--- src/rtl/lrsd_pkg.sv ---
// lrsd_pkg: shared constants of the row scan shift driver.
// assumes one 250 MHz clock and 32-bit apb data with word-aligned registers.
package lrsd_pkg;
   // register geometry
   localparam int N_ROWS = 100;
   localparam int HALF_ROWS = 50;
   localparam int LVL_W = 2;
   localparam int FIFO_W = 2;
   localparam int FIFO_D = 16;
   localparam int ADDR_W = 12;

   // output level codes, one per row output
   localparam logic [1:0] LVL_V0 = 2'h0;
   localparam logic [1:0] LVL_V1 = 2'h1;
   localparam logic [1:0] LVL_V4 = 2'h2;
   localparam logic [1:0] LVL_V5 = 2'h3;

   // apb register byte offsets
   localparam logic [11:0] OFS_CTRL = 12'h000;
   localparam logic [11:0] OFS_STATUS = 12'h004;
   localparam logic [11:0] OFS_FEED = 12'h008;
   localparam logic [11:0] OFS_COUNT = 12'h00C;
   localparam logic [11:0] OFS_ROWS0 = 12'h010;
   localparam logic [11:0] OFS_ROWS1 = 12'h014;
   localparam logic [11:0] OFS_ROWS2 = 12'h018;
   localparam logic [11:0] OFS_ROWS3 = 12'h01C;

   // field positions
   localparam int CTRL_SW_FEED = 0;
   localparam int ST_EMPTY = 0;
   localparam int ST_FULL = 1;
   localparam int ST_BLANK = 2;
   localparam int ST_MODE = 3;
   localparam int ST_DIR = 4;
   localparam int ST_POL = 5;
   localparam int ST_STALL = 6;
   localparam int ST_FSEL_A = 7;
   localparam int ST_FSEL_B = 8;
   localparam int FEED_MAIN = 0;
   localparam int FEED_SECOND = 1;

   // reset values
   localparam logic [31:0] CTRL_RST = 32'h0000_0000;
   localparam logic [15:0] COUNT_RST = 16'h0000;

   // pin synchroniser index layout
   localparam int PIN_N = 10;
   localparam int P_STROBE = 0;
   localparam int P_DIR = 1;
   localparam int P_MODE = 2;
   localparam int P_POL = 3;
   localparam int P_A_IN = 4;
   localparam int P_B_IN = 5;
   localparam int P_SECOND_HALF_DATA_IN = 6;
   localparam int P_BLANK_N = 7;
   localparam int P_FSEL_A = 8;
   localparam int P_FSEL_B = 9;
endpackage : lrsd_pkg

--- src/rtl/lrsd_fifo.sv ---
// lrsd_fifo: small first-word-fall-through buffer with registered read data.
// assumes a single clock and an active-low asynchronous reset.
`timescale 1ns/1ps
`default_nettype none
module lrsd_fifo #(
   parameter int WIDTH = 2,
   parameter int DEPTH = 16
) (
   input wire logic pclk,
   input wire logic presetn,
   input wire logic in_valid,
   output logic in_ready,
   input wire logic [WIDTH-1:0] in_data,
   output logic out_valid,
   input wire logic out_ready,
   output logic [WIDTH-1:0] out_data
);
   localparam int AW = $clog2(DEPTH);
   logic [WIDTH-1:0] mem [DEPTH];
   logic [AW-1:0] wr_ptr_r;
   logic [AW-1:0] rd_ptr_r;
   logic [AW:0] count_r;
   logic push;
   logic pop;
   logic [AW-1:0] rd_nxt;
   logic [AW:0] count_nxt;

   assign push = in_valid && in_ready;
   assign pop = out_valid && out_ready;
   assign rd_nxt = pop ? rd_ptr_r + 1'b1 : rd_ptr_r;
   assign count_nxt = count_r + (AW+1)'(push) - (AW+1)'(pop);

   always_ff @(posedge pclk) begin
      if (push) begin
         mem[wr_ptr_r] <= in_data;
      end
   end

   always_ff @(posedge pclk or negedge presetn) begin
      if (!presetn) begin
         wr_ptr_r <= '0;
         rd_ptr_r <= '0;
         count_r <= '0;
         in_ready <= 1'b0;
         out_valid <= 1'b0;
         out_data <= '0;
      end else begin
         if (push) begin
            wr_ptr_r <= wr_ptr_r + 1'b1;
         end
         rd_ptr_r <= rd_nxt;
         count_r <= count_nxt;
         in_ready <= count_nxt < (AW+1)'(DEPTH);
         out_valid <= count_nxt != '0;
         // bypass keeps the head honest when the slot is written this cycle
         if (push && wr_ptr_r == rd_nxt) begin
            out_data <= in_data;
         end else begin
            out_data <= mem[rd_nxt];
         end
      end
   end
endmodule : lrsd_fifo
`default_nettype wire

--- src/rtl/lrsd_top.sv ---
// lrsd_top: 100-row scan shift register with four-level row selection and apb access.
// assumes the panel controller pins are asynchronous to pclk and much slower than it.
//
// The placing of the registers and the APB register port were chosen for this implementation.
`timescale 1ns/1ps
`default_nettype none
module lrsd_top #(
   parameter int ROWS = lrsd_pkg::N_ROWS,
   parameter int HALF = lrsd_pkg::HALF_ROWS,
   parameter int FIFO_DEPTH = lrsd_pkg::FIFO_D
) (
   input wire logic pclk,
   input wire logic presetn,
   // apb slave
   input wire logic psel,
   input wire logic penable,
   input wire logic pwrite,
   input wire logic [lrsd_pkg::ADDR_W-1:0] paddr,
   input wire logic [31:0] pwdata,
   output logic [31:0] prdata,
   output logic pready,
   output logic pslverr,
   // panel controller pins
   input wire logic shift_strobe,
   input wire logic direction_select,
   input wire logic mode_select,
   input wire logic polarity_alternate_in,
   input wire logic output_blank_n,
   input wire logic second_half_data_in,
   input wire logic factory_sel_a,
   input wire logic factory_sel_b,
   input wire logic edge_a_data_in,
   output logic edge_a_data_out,
   output logic edge_a_data_oe,
   input wire logic edge_b_data_in,
   output logic edge_b_data_out,
   output logic edge_b_data_oe,
   // two level-code bits per row, row n at [2n+1:2n]
   output logic [lrsd_pkg::LVL_W*ROWS-1:0] row_drive_outputs
);
   logic [lrsd_pkg::PIN_N-1:0] pin_raw;
   logic [lrsd_pkg::PIN_N-1:0] pin_s1_r;
   logic [lrsd_pkg::PIN_N-1:0] pin_s2_r;
   logic strobe_prev_r;
   logic strobe_fall;
   logic dir_s;
   logic dual_s;
   logic pol_s;
   logic blank_s;
   logic clr_n;
   logic [ROWS-1:0] shreg_r;
   logic [ROWS-1:0] shreg_nxt;
   logic main_in;
   logic second_in;
   logic shift_go;
   logic feed_miss;
   logic sw_feed_r;
   logic stall_r;
   logic [15:0] count_r;
   logic fifo_in_valid;
   logic fifo_in_ready;
   logic fifo_out_valid;
   logic fifo_out_ready;
   logic [lrsd_pkg::FIFO_W-1:0] fifo_out_data;
   logic acc;
   logic commit;
   logic [31:0] rd_word;
   logic rd_hit;
   logic wait_full;
   logic wr_go;

   // row word n of the register, zero-extended above the last row
   function automatic logic [31:0] row_word(input logic [ROWS-1:0] v, input int idx);
      logic [31:0] w;
      w = '0;
      for (int k = 0; k < 32; k++) begin
         if (idx * 32 + k < ROWS) begin
            w[k] = v[idx*32+k];
         end
      end
      return w;
   endfunction : row_word

   // level code for one row from polarity and register bit
   function automatic logic [1:0] level_of(input logic pol, input logic bit_v);
      logic [1:0] l;
      l = lrsd_pkg::LVL_V0;
      case ({pol, bit_v})
         2'h0: l = lrsd_pkg::LVL_V1;
         2'h1: l = lrsd_pkg::LVL_V5;
         2'h2: l = lrsd_pkg::LVL_V4;
         default: l = lrsd_pkg::LVL_V0;
      endcase
      return l;
   endfunction : level_of

   // write strobe for one offset; shared by every writable register
   function automatic logic wr_to(input logic go, input logic [lrsd_pkg::ADDR_W-1:0] a,
                                  input logic [lrsd_pkg::ADDR_W-1:0] ofs);
      return go && a == ofs;
   endfunction : wr_to

   // pins are asynchronous, so every one passes two flops; blank also clears directly through clr_n
   assign pin_raw[lrsd_pkg::P_STROBE] = shift_strobe;
   assign pin_raw[lrsd_pkg::P_DIR] = direction_select;
   assign pin_raw[lrsd_pkg::P_MODE] = mode_select;
   assign pin_raw[lrsd_pkg::P_POL] = polarity_alternate_in;
   assign pin_raw[lrsd_pkg::P_A_IN] = edge_a_data_in;
   assign pin_raw[lrsd_pkg::P_B_IN] = edge_b_data_in;
   assign pin_raw[lrsd_pkg::P_SECOND_HALF_DATA_IN] = second_half_data_in;
   assign pin_raw[lrsd_pkg::P_BLANK_N] = output_blank_n;
   assign pin_raw[lrsd_pkg::P_FSEL_A] = factory_sel_a;
   assign pin_raw[lrsd_pkg::P_FSEL_B] = factory_sel_b;

   // zero after reset, so the strobe detector can only see a real fall
   always_ff @(posedge pclk or negedge presetn) begin
      if (!presetn) begin
         pin_s1_r <= '0;
         pin_s2_r <= '0;
      end else begin
         pin_s1_r <= pin_raw;
         pin_s2_r <= pin_s1_r;
      end
   end

   always_ff @(posedge pclk or negedge presetn) begin
      if (!presetn) begin
         strobe_prev_r <= 1'b0;
      end else begin
         strobe_prev_r <= pin_s2_r[lrsd_pkg::P_STROBE];
      end
   end

   assign dir_s = pin_s2_r[lrsd_pkg::P_DIR];
   assign dual_s = pin_s2_r[lrsd_pkg::P_MODE];
   assign pol_s = pin_s2_r[lrsd_pkg::P_POL];
   assign blank_s = !pin_s2_r[lrsd_pkg::P_BLANK_N];
   assign strobe_fall = strobe_prev_r && !pin_s2_r[lrsd_pkg::P_STROBE];

   // blank acts as a direct clear; the pin is a level, so its glitches only clear early
   assign clr_n = presetn && output_blank_n;

   // serial sources: pins, or the software feed buffer when enabled
   always_comb begin
      main_in = dir_s ? pin_s2_r[lrsd_pkg::P_B_IN] : pin_s2_r[lrsd_pkg::P_A_IN];
      second_in = pin_s2_r[lrsd_pkg::P_SECOND_HALF_DATA_IN];
      if (sw_feed_r) begin
         main_in = fifo_out_data[lrsd_pkg::FEED_MAIN];
         second_in = fifo_out_data[lrsd_pkg::FEED_SECOND];
      end
   end

   // an edge in feed mode with nothing buffered is skipped, not filled with junk
   assign shift_go = strobe_fall && !blank_s && (!sw_feed_r || fifo_out_valid);
   assign feed_miss = strobe_fall && !blank_s && sw_feed_r && !fifo_out_valid;
   assign fifo_out_ready = sw_feed_r && strobe_fall && !blank_s;

   // next register value for the selected direction and mode
   // in dual mode the middle bit is overwritten, which splits the chain in two
   always_comb begin
      shreg_nxt = shreg_r;
      if (!dir_s) begin
         shreg_nxt = {shreg_r[ROWS-2:0], main_in};
         if (dual_s) begin
            shreg_nxt[HALF] = second_in;
         end
      end else begin
         shreg_nxt = {main_in, shreg_r[ROWS-1:1]};
         if (dual_s) begin
            shreg_nxt[HALF-1] = second_in;
         end
      end
   end

   always_ff @(posedge pclk or negedge clr_n) begin
      if (!clr_n) begin
         shreg_r <= '0;
      end else if (shift_go) begin
         shreg_r <= shreg_nxt;
      end
   end

   // cascade output: the bit pushed out of the far end by the last shift
   always_ff @(posedge pclk or negedge clr_n) begin
      if (!clr_n) begin
         edge_a_data_out <= 1'b0;
         edge_b_data_out <= 1'b0;
      end else if (shift_go) begin
         if (dir_s) begin
            edge_a_data_out <= shreg_r[0];
         end else begin
            edge_b_data_out <= shreg_r[ROWS-1];
         end
      end
   end

   // only the output side of the chain drives its pin
   always_ff @(posedge pclk or negedge presetn) begin
      if (!presetn) begin
         edge_a_data_oe <= 1'b0;
         edge_b_data_oe <= 1'b0;
      end else begin
         edge_a_data_oe <= dir_s;
         edge_b_data_oe <= !dir_s;
      end
   end

   // level selection, one generated stage per row
   // rows lag the register by one edge, with no latch stage in between
   for (genvar g = 0; g < ROWS; g++) begin : g_row
      always_ff @(posedge pclk or negedge clr_n) begin
         if (!clr_n) begin
            row_drive_outputs[2*g+:2] <= lrsd_pkg::LVL_V0;
         end else if (blank_s) begin
            row_drive_outputs[2*g+:2] <= lrsd_pkg::LVL_V0;
         end else begin
            row_drive_outputs[2*g+:2] <= level_of(pol_s, shreg_r[g]);
         end
      end
   end

   // feed buffer between software writes and the serial inputs
   // each entry is two bits: main input and second-half input
   lrsd_fifo #(
      .WIDTH(lrsd_pkg::FIFO_W),
      .DEPTH(FIFO_DEPTH)
   ) u_feed (
      .pclk(pclk),
      .presetn(presetn),
      .in_valid(fifo_in_valid),
      .in_ready(fifo_in_ready),
      .in_data(pwdata[lrsd_pkg::FIFO_W-1:0]),
      .out_valid(fifo_out_valid),
      .out_ready(fifo_out_ready),
      .out_data(fifo_out_data)
   );

   // apb access: answer one cycle into the access phase, or later for a full feed
   assign acc = psel && penable;
   assign commit = acc && pready;
   assign wr_go = commit && pwrite;
   // a full buffer stretches the access phase, so a feed word is never dropped
   assign wait_full = wr_to(pwrite, paddr, lrsd_pkg::OFS_FEED) && !fifo_in_ready;
   assign fifo_in_valid = wr_to(wr_go, paddr, lrsd_pkg::OFS_FEED);

   always_comb begin
      rd_word = '0;
      rd_hit = 1'b1;
      if (paddr == lrsd_pkg::OFS_CTRL) begin
         rd_word[lrsd_pkg::CTRL_SW_FEED] = sw_feed_r;
      end else if (paddr == lrsd_pkg::OFS_STATUS) begin
         rd_word[lrsd_pkg::ST_EMPTY] = !fifo_out_valid;
         rd_word[lrsd_pkg::ST_FULL] = !fifo_in_ready;
         rd_word[lrsd_pkg::ST_BLANK] = blank_s;
         rd_word[lrsd_pkg::ST_MODE] = dual_s;
         rd_word[lrsd_pkg::ST_DIR] = dir_s;
         rd_word[lrsd_pkg::ST_POL] = pol_s;
         rd_word[lrsd_pkg::ST_STALL] = stall_r;
         rd_word[lrsd_pkg::ST_FSEL_A] = pin_s2_r[lrsd_pkg::P_FSEL_A];
         rd_word[lrsd_pkg::ST_FSEL_B] = pin_s2_r[lrsd_pkg::P_FSEL_B];
      end else if (paddr == lrsd_pkg::OFS_FEED) begin
         rd_word = '0;
      end else if (paddr == lrsd_pkg::OFS_COUNT) begin
         rd_word[15:0] = count_r;
      end else if (paddr == lrsd_pkg::OFS_ROWS0) begin
         rd_word = row_word(shreg_r, 0);
      end else if (paddr == lrsd_pkg::OFS_ROWS1) begin
         rd_word = row_word(shreg_r, 1);
      end else if (paddr == lrsd_pkg::OFS_ROWS2) begin
         rd_word = row_word(shreg_r, 2);
      end else if (paddr == lrsd_pkg::OFS_ROWS3) begin
         rd_word = row_word(shreg_r, 3);
      end else begin
         rd_hit = 1'b0;
      end
   end

   always_ff @(posedge pclk or negedge presetn) begin
      if (!presetn) begin
         pready <= 1'b0;
         prdata <= '0;
         pslverr <= 1'b0;
      end else if (acc && !pready && !wait_full) begin
         pready <= 1'b1;
         prdata <= pwrite ? 32'h0000_0000 : rd_word;
         pslverr <= !rd_hit;
      end else begin
         pready <= 1'b0;
         prdata <= '0;
         pslverr <= 1'b0;
      end
   end

   // control register
   always_ff @(posedge pclk or negedge presetn) begin
      if (!presetn) begin
         sw_feed_r <= lrsd_pkg::CTRL_RST[lrsd_pkg::CTRL_SW_FEED];
      end else if (wr_to(wr_go, paddr, lrsd_pkg::OFS_CTRL)) begin
         sw_feed_r <= pwdata[lrsd_pkg::CTRL_SW_FEED];
      end
   end

   // skipped-edge flag: a miss in the clearing cycle still sets it
   always_ff @(posedge pclk or negedge presetn) begin
      if (!presetn) begin
         stall_r <= 1'b0;
      end else if (feed_miss) begin
         stall_r <= 1'b1;
      end else if (wr_to(wr_go, paddr, lrsd_pkg::OFS_STATUS) && pwdata[lrsd_pkg::ST_STALL]) begin
         stall_r <= 1'b0;
      end
   end

   // accepted shifts, wraps; writing any value zeroes it
   // edges refused while blanked never reach the count
   always_ff @(posedge pclk or negedge presetn) begin
      if (!presetn) begin
         count_r <= lrsd_pkg::COUNT_RST;
      end else if (wr_to(wr_go, paddr, lrsd_pkg::OFS_COUNT)) begin
         count_r <= lrsd_pkg::COUNT_RST;
      end else if (shift_go) begin
         count_r <= count_r + 16'h0001;
      end
   end
endmodule : lrsd_top
`default_nettype wire
--- config.mk ---
export PLATFORM = sky130hd
export DESIGN_NAME = lrsd_top
export DESIGN_NICKNAME = d
export VERILOG_FILES = /design/src/rtl/lrsd_pkg.sv /design/src/rtl/lrsd_fifo.sv /design/src/rtl/lrsd_top.sv
export SDC_FILE = /design/constraint.sdc
export NUM_CORES = 1
export LEC_CHECK = 0
export CAP_MARGIN = 20
export CORE_UTILIZATION = 46
export CTS_CLUSTER_SIZE = 14
export DETAILED_ROUTE_END_ITERATION = 7
export DONT_BUFFER_PORTS = 1
export SETUP_SLACK_MARGIN = 0.3
export SYNTH_ARGS = -nofsm -noshare
export SYNTH_HDL_FRONTEND = slang
export SYNTH_SLANG_ARGS = --single-unit
--- constraint.sdc ---
create_clock -name pclk -period 9.61 [get_ports pclk]
set_clock_uncertainty 0.15 [all_clocks]
set_input_delay 1.922 -clock pclk [delete_from_list [all_inputs] [get_ports pclk]]
set_output_delay 1.922 -clock pclk [all_outputs]
set_load 0.005 [all_outputs]
==> results of run 1 <==
==> cells by family after synthesis <==
group	Yosys count	share of synthesized area, %
muxes	143	10.4
and+or+nand+nor	383	12.2
adders and majority gates	22	1.79
xor gates and xnor gates	120	6.85
AOI/OAI and AO/OA	192	7.64
buffers and inverters	210	7.37
DFF	332	53.7
==> through the flow <==
stage | setup slack [ps] | utilization (%) | hold slack [ps] | area (µm²)
global placement | 4440 | 45.7 | 182 | 15400
floorplan | 829 | - | 181 | 15800
detailed placement | 4420 | 45.7 | 187 | 15400
CTS | 4980 | 49.4 | 200 | 16600
global route | 5020 | 49.6 | 207 | 16700
finish | 5160 | 49.6 | 197 | 16700
==> final timing paths <==
kind / startpoint / to / slack, ps / cells past startpoint
setup / recovery: paddr[1] / u_feed.out_valid / 5160 / 11
hold / removal: pin_s1_r[7] / pin_s2_r[7] / 200 / 0
setup reg to reg: pin_s2_r[7] / u_feed.out_valid / 5840 / 14
hold reg to reg: pin_s1_r[7] / pin_s2_r[7] / 200 / 0
max in group asynchronous: presetn / shreg_r[56] / 6640 / 2
min in group asynchronous: presetn / prdata[8] / 930 / 0
==> placed cells by master, fill, tap and decap left out, types with 28 or more instances in the layout <==
master,Yosys,routed
a21oi_1,112,112
and2_1,106,104
nand2_1,36,36
dfrtp_1,300,296
xor2_1,102,102
nor2_1,156,156
inv_1,28,28
clkbuf_16,0,42
edfxtp_1,32,32
mux2i_1,110,110
==> critical path: cells and delay by family <==
kind            cells  cell delay [ps]
compound gates      2              180
xor+xnor            1              230
simple gates        4             1630
fa+ha+maj           2              620
buf+inv             2              120
==> sequential cells by signal, indices dropped and copies added, names as in the netlist, 2 cells and up <==
name               flops
shreg_r              100
prdata                32
u_feed.mem            32
u_feed.count_r         5
pin_s2_r              10
pin_s1_r              10
count_r               16
u_feed.wr_ptr_r        4
row_drive_outputs    106
u_feed.rd_ptr_r        4
u_feed.out_data        2
==> area by class of cell <==
type / instances / area share (%)
clock buffers: 49 / 6.39
clock inverters: 20 / 1.10
inverters: 28 / 0.630
multi-input cells: 860 / 36.8
flip-flops and latches: 332 / 50.8
well taps: 448 / 3.36
repair buffers: 13 / 0.885
==> power by group through the flow <==
stage	registers (µW)	clock network, µW	logic [µW]
floorplan	1890	0	496
global placement	2030	0	534
detailed placement	2040	0	552
CTS	2010	1480	554
global route	2040	1530	628
finish	2010	1440	547
==> layer usage <==
metal	GRT usage, %	routed length (µm)	up-vias
met5	0	0	-
met4	8.67	1210	0
met3	4.92	2400	65
met2	34.1	17700	315
met1	27.3	15100	4759
li1	-	-	4458
==> summary.md, run 1 <==
| Metric | Value |
|---|---|
| P_sw | `approximately 1200 µW` |
| NumNets Final | `around 1400` |
| IO Count | `297` |
| Post-synth EDFFs | `32` |
| # hold bufs at CTS | `0` |
| Syn_area_per_cell | `11.2 µm²` |
| Cell area after synthesis | `approximately 16000 µm²` |
| Detailed-route vias per instance | `around 5.5` |
| Sequential power share | `approximately half` |
| Worst path max stage delay | `between 500 and 600 ps` |
| Num Clock Sinks | `~330` |
| Total CTS buffers | `38` |
| Max Slew Vio Count | `0` |
| Setup tns final | `0 ps` |
| # resized after CTS | `0` |
| Status | `complete, no violations` |
| Top post-synthesis cells by count | `dfrtp_1, nor2_1, a21oi_1, mux2i_1, and2_1` |
| Async set or reset register ratio after synthesis | `90.4%` |
| Pwr Density | `about 240 nW/µm²` |
| Worst Path Class, Setup | `in -> reg` |
| Clk pwr share | `a little over a third` |
| Port bufs | `0` |
| Detailed Place HPWL | `between 20 and 25 mm` |
| Crit. End Element | `flip-flop` |
| Later-pin clock latency in the skew report | `roughly 540 ps` |
| Cell row count | `67` |
| First-pass GRT wire length | `~57 mm` |
| Endpoints failing hold | `0` |
| Initial DRC count | `between 700 and 800` |
| Final period util | `~46%` |
| Slew margin rel. | `~22%` |
| Seq cells post-synth | `between 300 and 400` |
| Worst Tran Pin Value | `1180 ps` |
| CORE AREA | `33600 µm²` |
| Vias in the first global route | `roughly 9600` |
| Tot Pwr | `~4000 µW` |
| Setup violators final | `0` |
| Drt wl/cell | `20.8 µm` |
| Worst Path Arrival | `~4700 ps` |
| Largest net degree at the start of global routing | `180` |
| Post-CTS setup buffers | `0` |
| Overall global routing resource usage | `21.1%` |
| Detail Route Antenna Nets | `0` |
| Layout fillers | `about 2900` |
| Worst hold path type | `reg -> reg` |
| Switching Fraction | `just under 30%` |
| Seq/Total Area, Yosys | `between 50% and 60%` |
| Max rail drop VDD | `0.000168 V` |
| CTS tree | `yes` |
| Die height | `between 150 and 200 µm` |
| Setup crit start kind | `primary input` |
| Antenna cells | `0` |
| Seq. cell area | `8480 µm²` |
| Number of warning messages in the yosys log | `0` |
| Routed vias | `~9600` |
| Final Non-Filler Cells | `~1800` |
| Area Growth Syn to Fin | `5.83%` |
| RSZ-0062 raised after global routing | `false` |
| Achievable Freq | `roughly 220 MHz` |
| Drt total wl | `between 30 and 40 mm` |
| Inst Count DP | `~1700` |
| TritonRoute pass-1 iters | `5` |
| Area share of the largest cell type after synthesis | `47.6%` |
| Mapped Cells | `1402` |
| Most numerous cell in the Yosys netlist | `dfrtp_1` |
| Gr ovfl total | `0` |
| Residual DRC count | `0` |
| CTS clk-pin slew, worst paths | `around 60 ps` |
| CP most frequent cell | `inv_1` |
| Combinational Power Share | `a little over an eighth` |
| Leak | `~0.0072 µW` |
| Net Count, Synth | `1483` |
| Synth area leaders | `dfrtp_1, mux2i_1, edfxtp_1` |
| GP Congestion | `0.868` |
| Crit-path slowest cell | `or4_4` |
| Synth area leader | `dfrtp_1` |
| Initial antenna violation count | `0` |
| Main flop type after synthesis | `dfrtp_1` |
| H-tree levels | `2` |
| Maxcap violations | `0` |
| Final min period | `between 4000 and 5000 ps` |
| Post-synth cell types | `between 50 and 60` |
| Clock root buffer | `clkbuf_16` |
| P_int | `around 2800 µW` |
| Initial Util | `a little under half` |
| Clock buffer depth | `3` |
| Cell Chain, Critical Path | `or4_4 > nor3_1 > and2_1 > ha_1 > inv_1 > fa_1 > inv_1 > a21o_1 > a21oi_1 > xnor2_1 > nand3b_1` |
| Largest fanout on the critical path | `9` |
| Critical Path RT | `approximately 9900 ps` |
| Chip Width | `187 µm` |
| Share of cells above drive strength 1 | `8.91%` |
| Footprint of the multi-input gates | `between 6000 and 7000 µm²` |
| Die area | `35000 µm²` |
No activity file was read; power rests on OpenSTA's default activity.
==> inputs of run 2 (changes only) <==
==> constraint.sdc (replaced) <==
create_clock -name pclk -period 4.2 [get_ports pclk]
set_clock_uncertainty 0.15 [all_clocks]
set_input_delay 0.84 -clock pclk [delete_from_list [all_inputs] [get_ports pclk]]
set_output_delay 0.84 -clock pclk [all_outputs]
set_load 0.005 [all_outputs]
==> summary.md, run 2 (synthesized netlist as in run 1, its figures left out) <==
| Metric | Value |
|---|---|
| Status | `complete, no violations` |
| Critical Path RT | `approximately 3200 ps` |
| Routed vias | `9546` |
| Crit-path slowest cell | `dfrtp_4` |
| Setup crit start kind | `flip-flop` |
| Detailed-route vias per instance | `about 5.4` |
| Drt wl/cell | `21.2 µm` |
| Detail Route Antenna Nets | `0` |
| Vias in the first global route | `just under 10000` |
| Largest net degree at the start of global routing | `108` |
| Clock buffer depth | `3` |
| Clock root buffer | `clkbuf_16` |
| RR Startpoint | `pin_s2_r[0]` |
| Max rail drop VDD | `0.000365 V` |
| CTS clk-pin slew, worst paths | `60 ps` |
| Most frequent cells in the layout | `dfrtp_1, nor2_1, a21oi_1` |
| Pwr Density | `about 540 nW/µm²` |
| Setup tns final | `0 ps` |
| Setup violators final | `0` |
| H-tree levels | `2` |
| Layout fillers | `~3000` |
| Initial DRC count | `~850` |
| DP Area | `15500 µm²` |
| Max Slew Vio Count | `0` |
| Max reg flops | `~110` |
| Die area | `roughly 35000 µm²` |
| Maxcap violations | `0` |
| Critical Path Start | `row_drive_outputs[74]` |
| CP top delay family | `flip-flops` |
| Share of cells above drive strength 1 | `under 10%` |
| CTS tree | `yes` |
| NumNets Final | `between 1000 and 1500` |
| GP Congestion | `around 0.84` |
| Buf/Inv on CP | `1` |
| Met2 track demand over resource | `a little under two fifths` |
| Initial antenna violation count | `0` |
| Final min period | `3070 ps` |
| Endpoints failing hold | `0` |
| Initial Util | `~47%` |
| Worst path max stage delay | `1000 ps` |
| Regs by FF count | `row_drive_outputs x106, shreg_r x100` |
| Drt total wl | `37.3 mm` |
| Worst Path Arrival | `approximately 2100 ps` |
| Antenna cells | `0` |
| CORE AREA | `33600 µm²` |
| Hold slack | `around 58 ps` |
| M1 GR Usage | `around 28%` |
| Achievable Freq | `between 300 and 400 MHz` |
| Final core utilization | `slightly below 50%` |
| Inst Count DP | `~1700` |
| Leak | `roughly 0.0072 µW` |
| WP depth | `1` |
| Worst R2R Path Depth | `13` |
| Crit. End Element | `output pin` |
| RSZ-0062 raised after global routing | `false` |
| Later-pin clock latency in the skew report | `550 ps` |
| Worst Path Class, Setup | `reg -> out` |
| R2R Path End | `u_feed.out_valid` |
| First-pass GRT wire length | `~60 mm` |
| Detailed Place HPWL | `24.8 mm` |
| R2R Setup Slk | `between 1000 and 1500 ps` |
| Final period util | `around 73%` |
| Most Crowded Layer GR | `met2` |
| IO Count | `297` |
| M3 GR Usage | `between 5 and 6%` |
| Slew margin rel. | `roughly two fifths` |
| Largest fanout on the critical path | `60` |
| Cell row count | `67` |
| Port bufs | `0` |
| TritonRoute pass-1 iters | `5` |
| Area Growth Syn to Fin | `5.68%` |
| Gr ovfl total | `0` |
| Final Non-Filler Cells | `between 1500 and 2000` |
| Top reg by flops | `row_drive_outputs` |
| Total CTS buffers | `37` |
| Chip Width | `~190 µm` |
| Overall global routing resource usage | `21.7%` |
| Worst hold path type | `in -> async` |
| Cell Chain, Critical Path | `buf_4` |
| Num Clock Sinks | `between 300 and 400` |
| Design area | `between 15000 and 20000 µm²` |
| Die height | `~190 µm` |
| Commonest non-fill, non-tap cell in the layout | `dfrtp_1` |
| Residual DRC count | `0` |
| Worst Tran Pin Value | `slightly below 900 ps` |
## run 2: changes by cell type in the layout (fill, tap and decap cells not counted), sizes merged
| cell | change |
|---|---|
| buf | +12 |
| bufinv | -3 |
| clkbuf | -1 |
| clkinv | -1 |
| clkinvlp | +1 |
## run 2: layer usage
metal  vias up  wire length (µm)
met2       317             18500
li1       4456                 -
met5         -                 0
met3        56              2550
met4         0               937
met1      4717             15300
## run 2: cell type report
type                            count  area, µm²  area share (%)
Multi-Input combinational cell    860       6140            36.8
Timing Repair Buffer               24        225            1.35
Inverter                           28        105           0.631
Clock buffer                       49       1030            6.19
Sequential cell                   332       8480            50.9
Tap cell                          448        561            3.37
Clock inverter                     17        118           0.706
## run 2: how the worst max path moves through the flow
stage / to / slack (ps)
6_report: row_drive_outputs[10] / 1130
3_3_place_gp: u_feed.out_valid / 640
2_1_floorplan: u_feed.out_valid / 650
5_1_grt: u_feed.out_valid / 850
4_1_cts: row_drive_outputs[94] / 1090
3_5_place_dp: u_feed.out_valid / 640
## run 2: through the flow
stage	total power, µW	setup WS, ps
global route	9410	853
finish	8930	1130
detailed placement	5920	644
floorplan	5470	651
global placement	5880	639
CTS	9030	1090
## run 2: report_power, final
part / switching (µW) / total (µW) / internal (µW)
sequential: 822 / 4630 / 3810
combinational: 593 / 1230 / 638
clock: 1330 / 3070 / 1740
total: 2750 / 8930 / 6190
## run 2: timing repair
item,4_1_cts,5_1_grt
hold buffers,1,0
hold endpoints to repair,92,0
buffers inserted,0,0
gates resized for setup,0,0
==> inputs of run 3 (changes only) <==
==> constraint.sdc (replaced) <==
create_clock -name pclk -period 2.7 [get_ports pclk]
set_clock_uncertainty 0.15 [all_clocks]
set_input_delay 0.54 -clock pclk [delete_from_list [all_inputs] [get_ports pclk]]
set_output_delay 0.54 -clock pclk [all_outputs]
set_load 0.005 [all_outputs]
==> summary.md, run 3 (synthesized netlist as in run 1, its figures left out) <==
| Metric | Value |
|---|---|
| Status | `finished, violations left` |
| Failing checks | `negative hold slack` |
| CP most frequent cell | `inv_2` |
| CORE AREA | `~34000 µm²` |
| Top reg by flops | `row_drive_outputs` |
| Die area | `approximately 35000 µm²` |
| Total CTS buffers | `38` |
| Final min period | `~2400 ps` |
| Worst hold path type | `in -> async` |
| Detailed-route vias per instance | `5.42` |
| Drt total wl | `about 37 mm` |
| Worst Path Arrival | `between 2000 and 3000 ps` |
| Final period util | `approximately 87%` |
| TritonRoute pass-1 iters | `6` |
| RSZ-0062 raised after global routing | `true` |
| # hold bufs at CTS | `14` |
| Setup crit start kind | `flip-flop` |
| Worst Path Class, Setup | `reg -> reg` |
| Buf/Inv on CP | `4` |
| Endpoints failing hold | `just over 90` |
| Routed vias | `between 9000 and 10000` |
| Vias in the first global route | `a little under 10000` |
| Setup violators final | `0` |
| Largest fanout on the critical path | `3` |
| Inst Count DP | `~1700` |
| CTS tree | `yes` |
| Critical Path RT | `2950 ps` |
| Most frequent cells in the layout | `dfrtp_1, nor2_1, a21oi_1` |
| Max Slew Vio Count | `0` |
| GP Congestion | `0.833` |
| Commonest non-fill, non-tap cell in the layout | `dfrtp_1` |
| Maxcap violations | `0` |
| Max reg flops | `~110` |
| Crit. End Element | `flip-flop` |
| Cell Chain, Critical Path | `and3b_2 > nand3_2 > inv_2 > ha_4 > inv_2 > ha_4 > inv_2 > fa_2 > buf_6 > xnor2_4 > nor3_2 > nand3b_1` |
| Layout fillers | `about 2900` |
| Pwr Density | `around 840 nW/µm²` |
| Residual DRC count | `0` |
| H-tree levels | `2` |
| Clock buffer depth | `3` |
| Max rail drop VDD | `0.000525 V` |
| Area Growth Syn to Fin | `10.6%` |
| IO Count | `around 300` |
| Port bufs | `0` |
| Achievable Freq | `425 MHz` |
| Tot Pwr | `14700 µW` |
| Initial DRC count | `approximately 740` |
| Regs by FF count | `row_drive_outputs x106, shreg_r x100` |
| Gr ovfl total | `0` |
| Num Clock Sinks | `between 300 and 400` |
| Detail Route Antenna Nets | `0` |
| Initial Util | `between 40 and 50%` |
| Largest net degree at the start of global routing | `approximately 110` |
| Clock root buffer | `clkbuf_16` |
| NumNets Final | `~1400` |
| Later-pin clock latency in the skew report | `approximately 540 ps` |
| Chip Width | `187 µm` |
| Hold slack | `-451 ps` |
| Worst path max stage delay | `380 ps` |
| Final Non-Filler Cells | `about 1800` |
| Detailed Place HPWL | `between 20 and 30 mm` |
| CTS clk-pin slew, worst paths | `around 60 ps` |
| Slew margin rel. | `approximately two fifths` |
| Drt wl/cell | `20.8 µm` |
| Crit-path slowest cell | `dfrtp_1` |
| Share of cells above drive strength 1 | `between 10% and 20%` |
| Overall global routing resource usage | `approximately 21%` |
| Cell row count | `between 60 and 70` |
| Leak | `approximately 0.0076 µW` |
| Die height | `187 µm` |
| Initial antenna violation count | `1` |
| R2R Setup Slk | `roughly 350 ps` |
| Worst Tran Pin Value | `906 ps` |
| First-pass GRT wire length | `between 50 and 60 mm` |
| CP top delay family | `adder cells` |
-- run 3: changes by cell type in the layout (fill, tap and decap cells not counted), sizes merged --
cell	previous run	this run
buf	24	50
dlygate4sd3	0	13
clkbuf	49	55
bufinv	0	5
clkinv	13	9
inv	30	28
clkinvlp	2	1
diode	0	1
-- run 3: final timing paths --
kind,depth (start not counted),end,from
worst max-delay path,12,u_feed.out_valid,pin_s2_r[0]
min in group pclk,2,stall_r,pwdata[6]
worst min-delay path,0,pin_s1_r[9],presetn
worst min register to register,0,pin_s2_r[8],pin_s1_r[8]
worst max register to register,12,u_feed.out_valid,pin_s2_r[0]
max in group asynchronous,3,row_drive_outputs[74],output_blank_n
-- run 3: cell type report --
type                    instances  area (µm²)  share of cell area (%)
multi-input cells             860        6250                    35.9
flip-flops and latches        332        8480                    48.7
clock buffers                  55        1130                    6.46
well taps                     448         561                    3.22
inverters                      28         105                   0.603
repair buffers                 63         672                    3.85
clock inverters                15         231                    1.33
diodes                          1        2.50                  0.0144
-- run 3: stage by stage --
step / utilization, % / setup WS (ps) / setup TNS (ps) / area (µm²) / hold WS [ps]
after floorplan: - / -195 / -1090 / 15900 / 94.4
after global placement: 47.1 / -165 / -1060 / 15800 / 99.7
after detailed placement: 47.1 / -192 / -1240 / 15800 / 99.7
after CTS: 51.6 / 246 / 0 / 17300 / -474
after global routing: 51.9 / 264 / 0 / 17400 / -480
final: 51.9 / 350 / 0 / 17400 / -451
-- run 3: metal layers --
| metal | part of all wire [%] | track usage, % | vias up |
|---|---|---|---|
| li1 | - | - | 4550 |
| met1 | 41 | 26.7 | 4861 |
| met2 | 50 | 36.2 | 288 |
| met3 | 6.5 | 5.33 | 66 |
| met4 | 2.9 | 7.85 | 0 |
| met5 | 0 | 0 | - |
-- run 3: worst register-to-register path: cells and delay by family, from the launching register on --
kind                     cells  cell delay, ps
adder cells (fa/ha/maj)      3             660
flip-flops                   1             380
buffers and inverters        4             310
AND/OR/NAND/NOR              4             600
XOR/XNOR                     1             140
-- run 3: what timing repair did --
item / in CTS / in global routing
pin swaps: 1 / 8
endpoints found under the hold margin: 163 / 92
gates resized for setup: 2 / 13
endpoints found under the setup margin: 3 / 4
buffers inserted: 0 / 6
-- run 3: where the power goes --
group          internal [µW]  total [µW]  switching (µW)
Combinational           1070        2040             968
Sequential              5930        7190            1270
Clock                   3390        5440            2040
Total                  10400       14700            4280
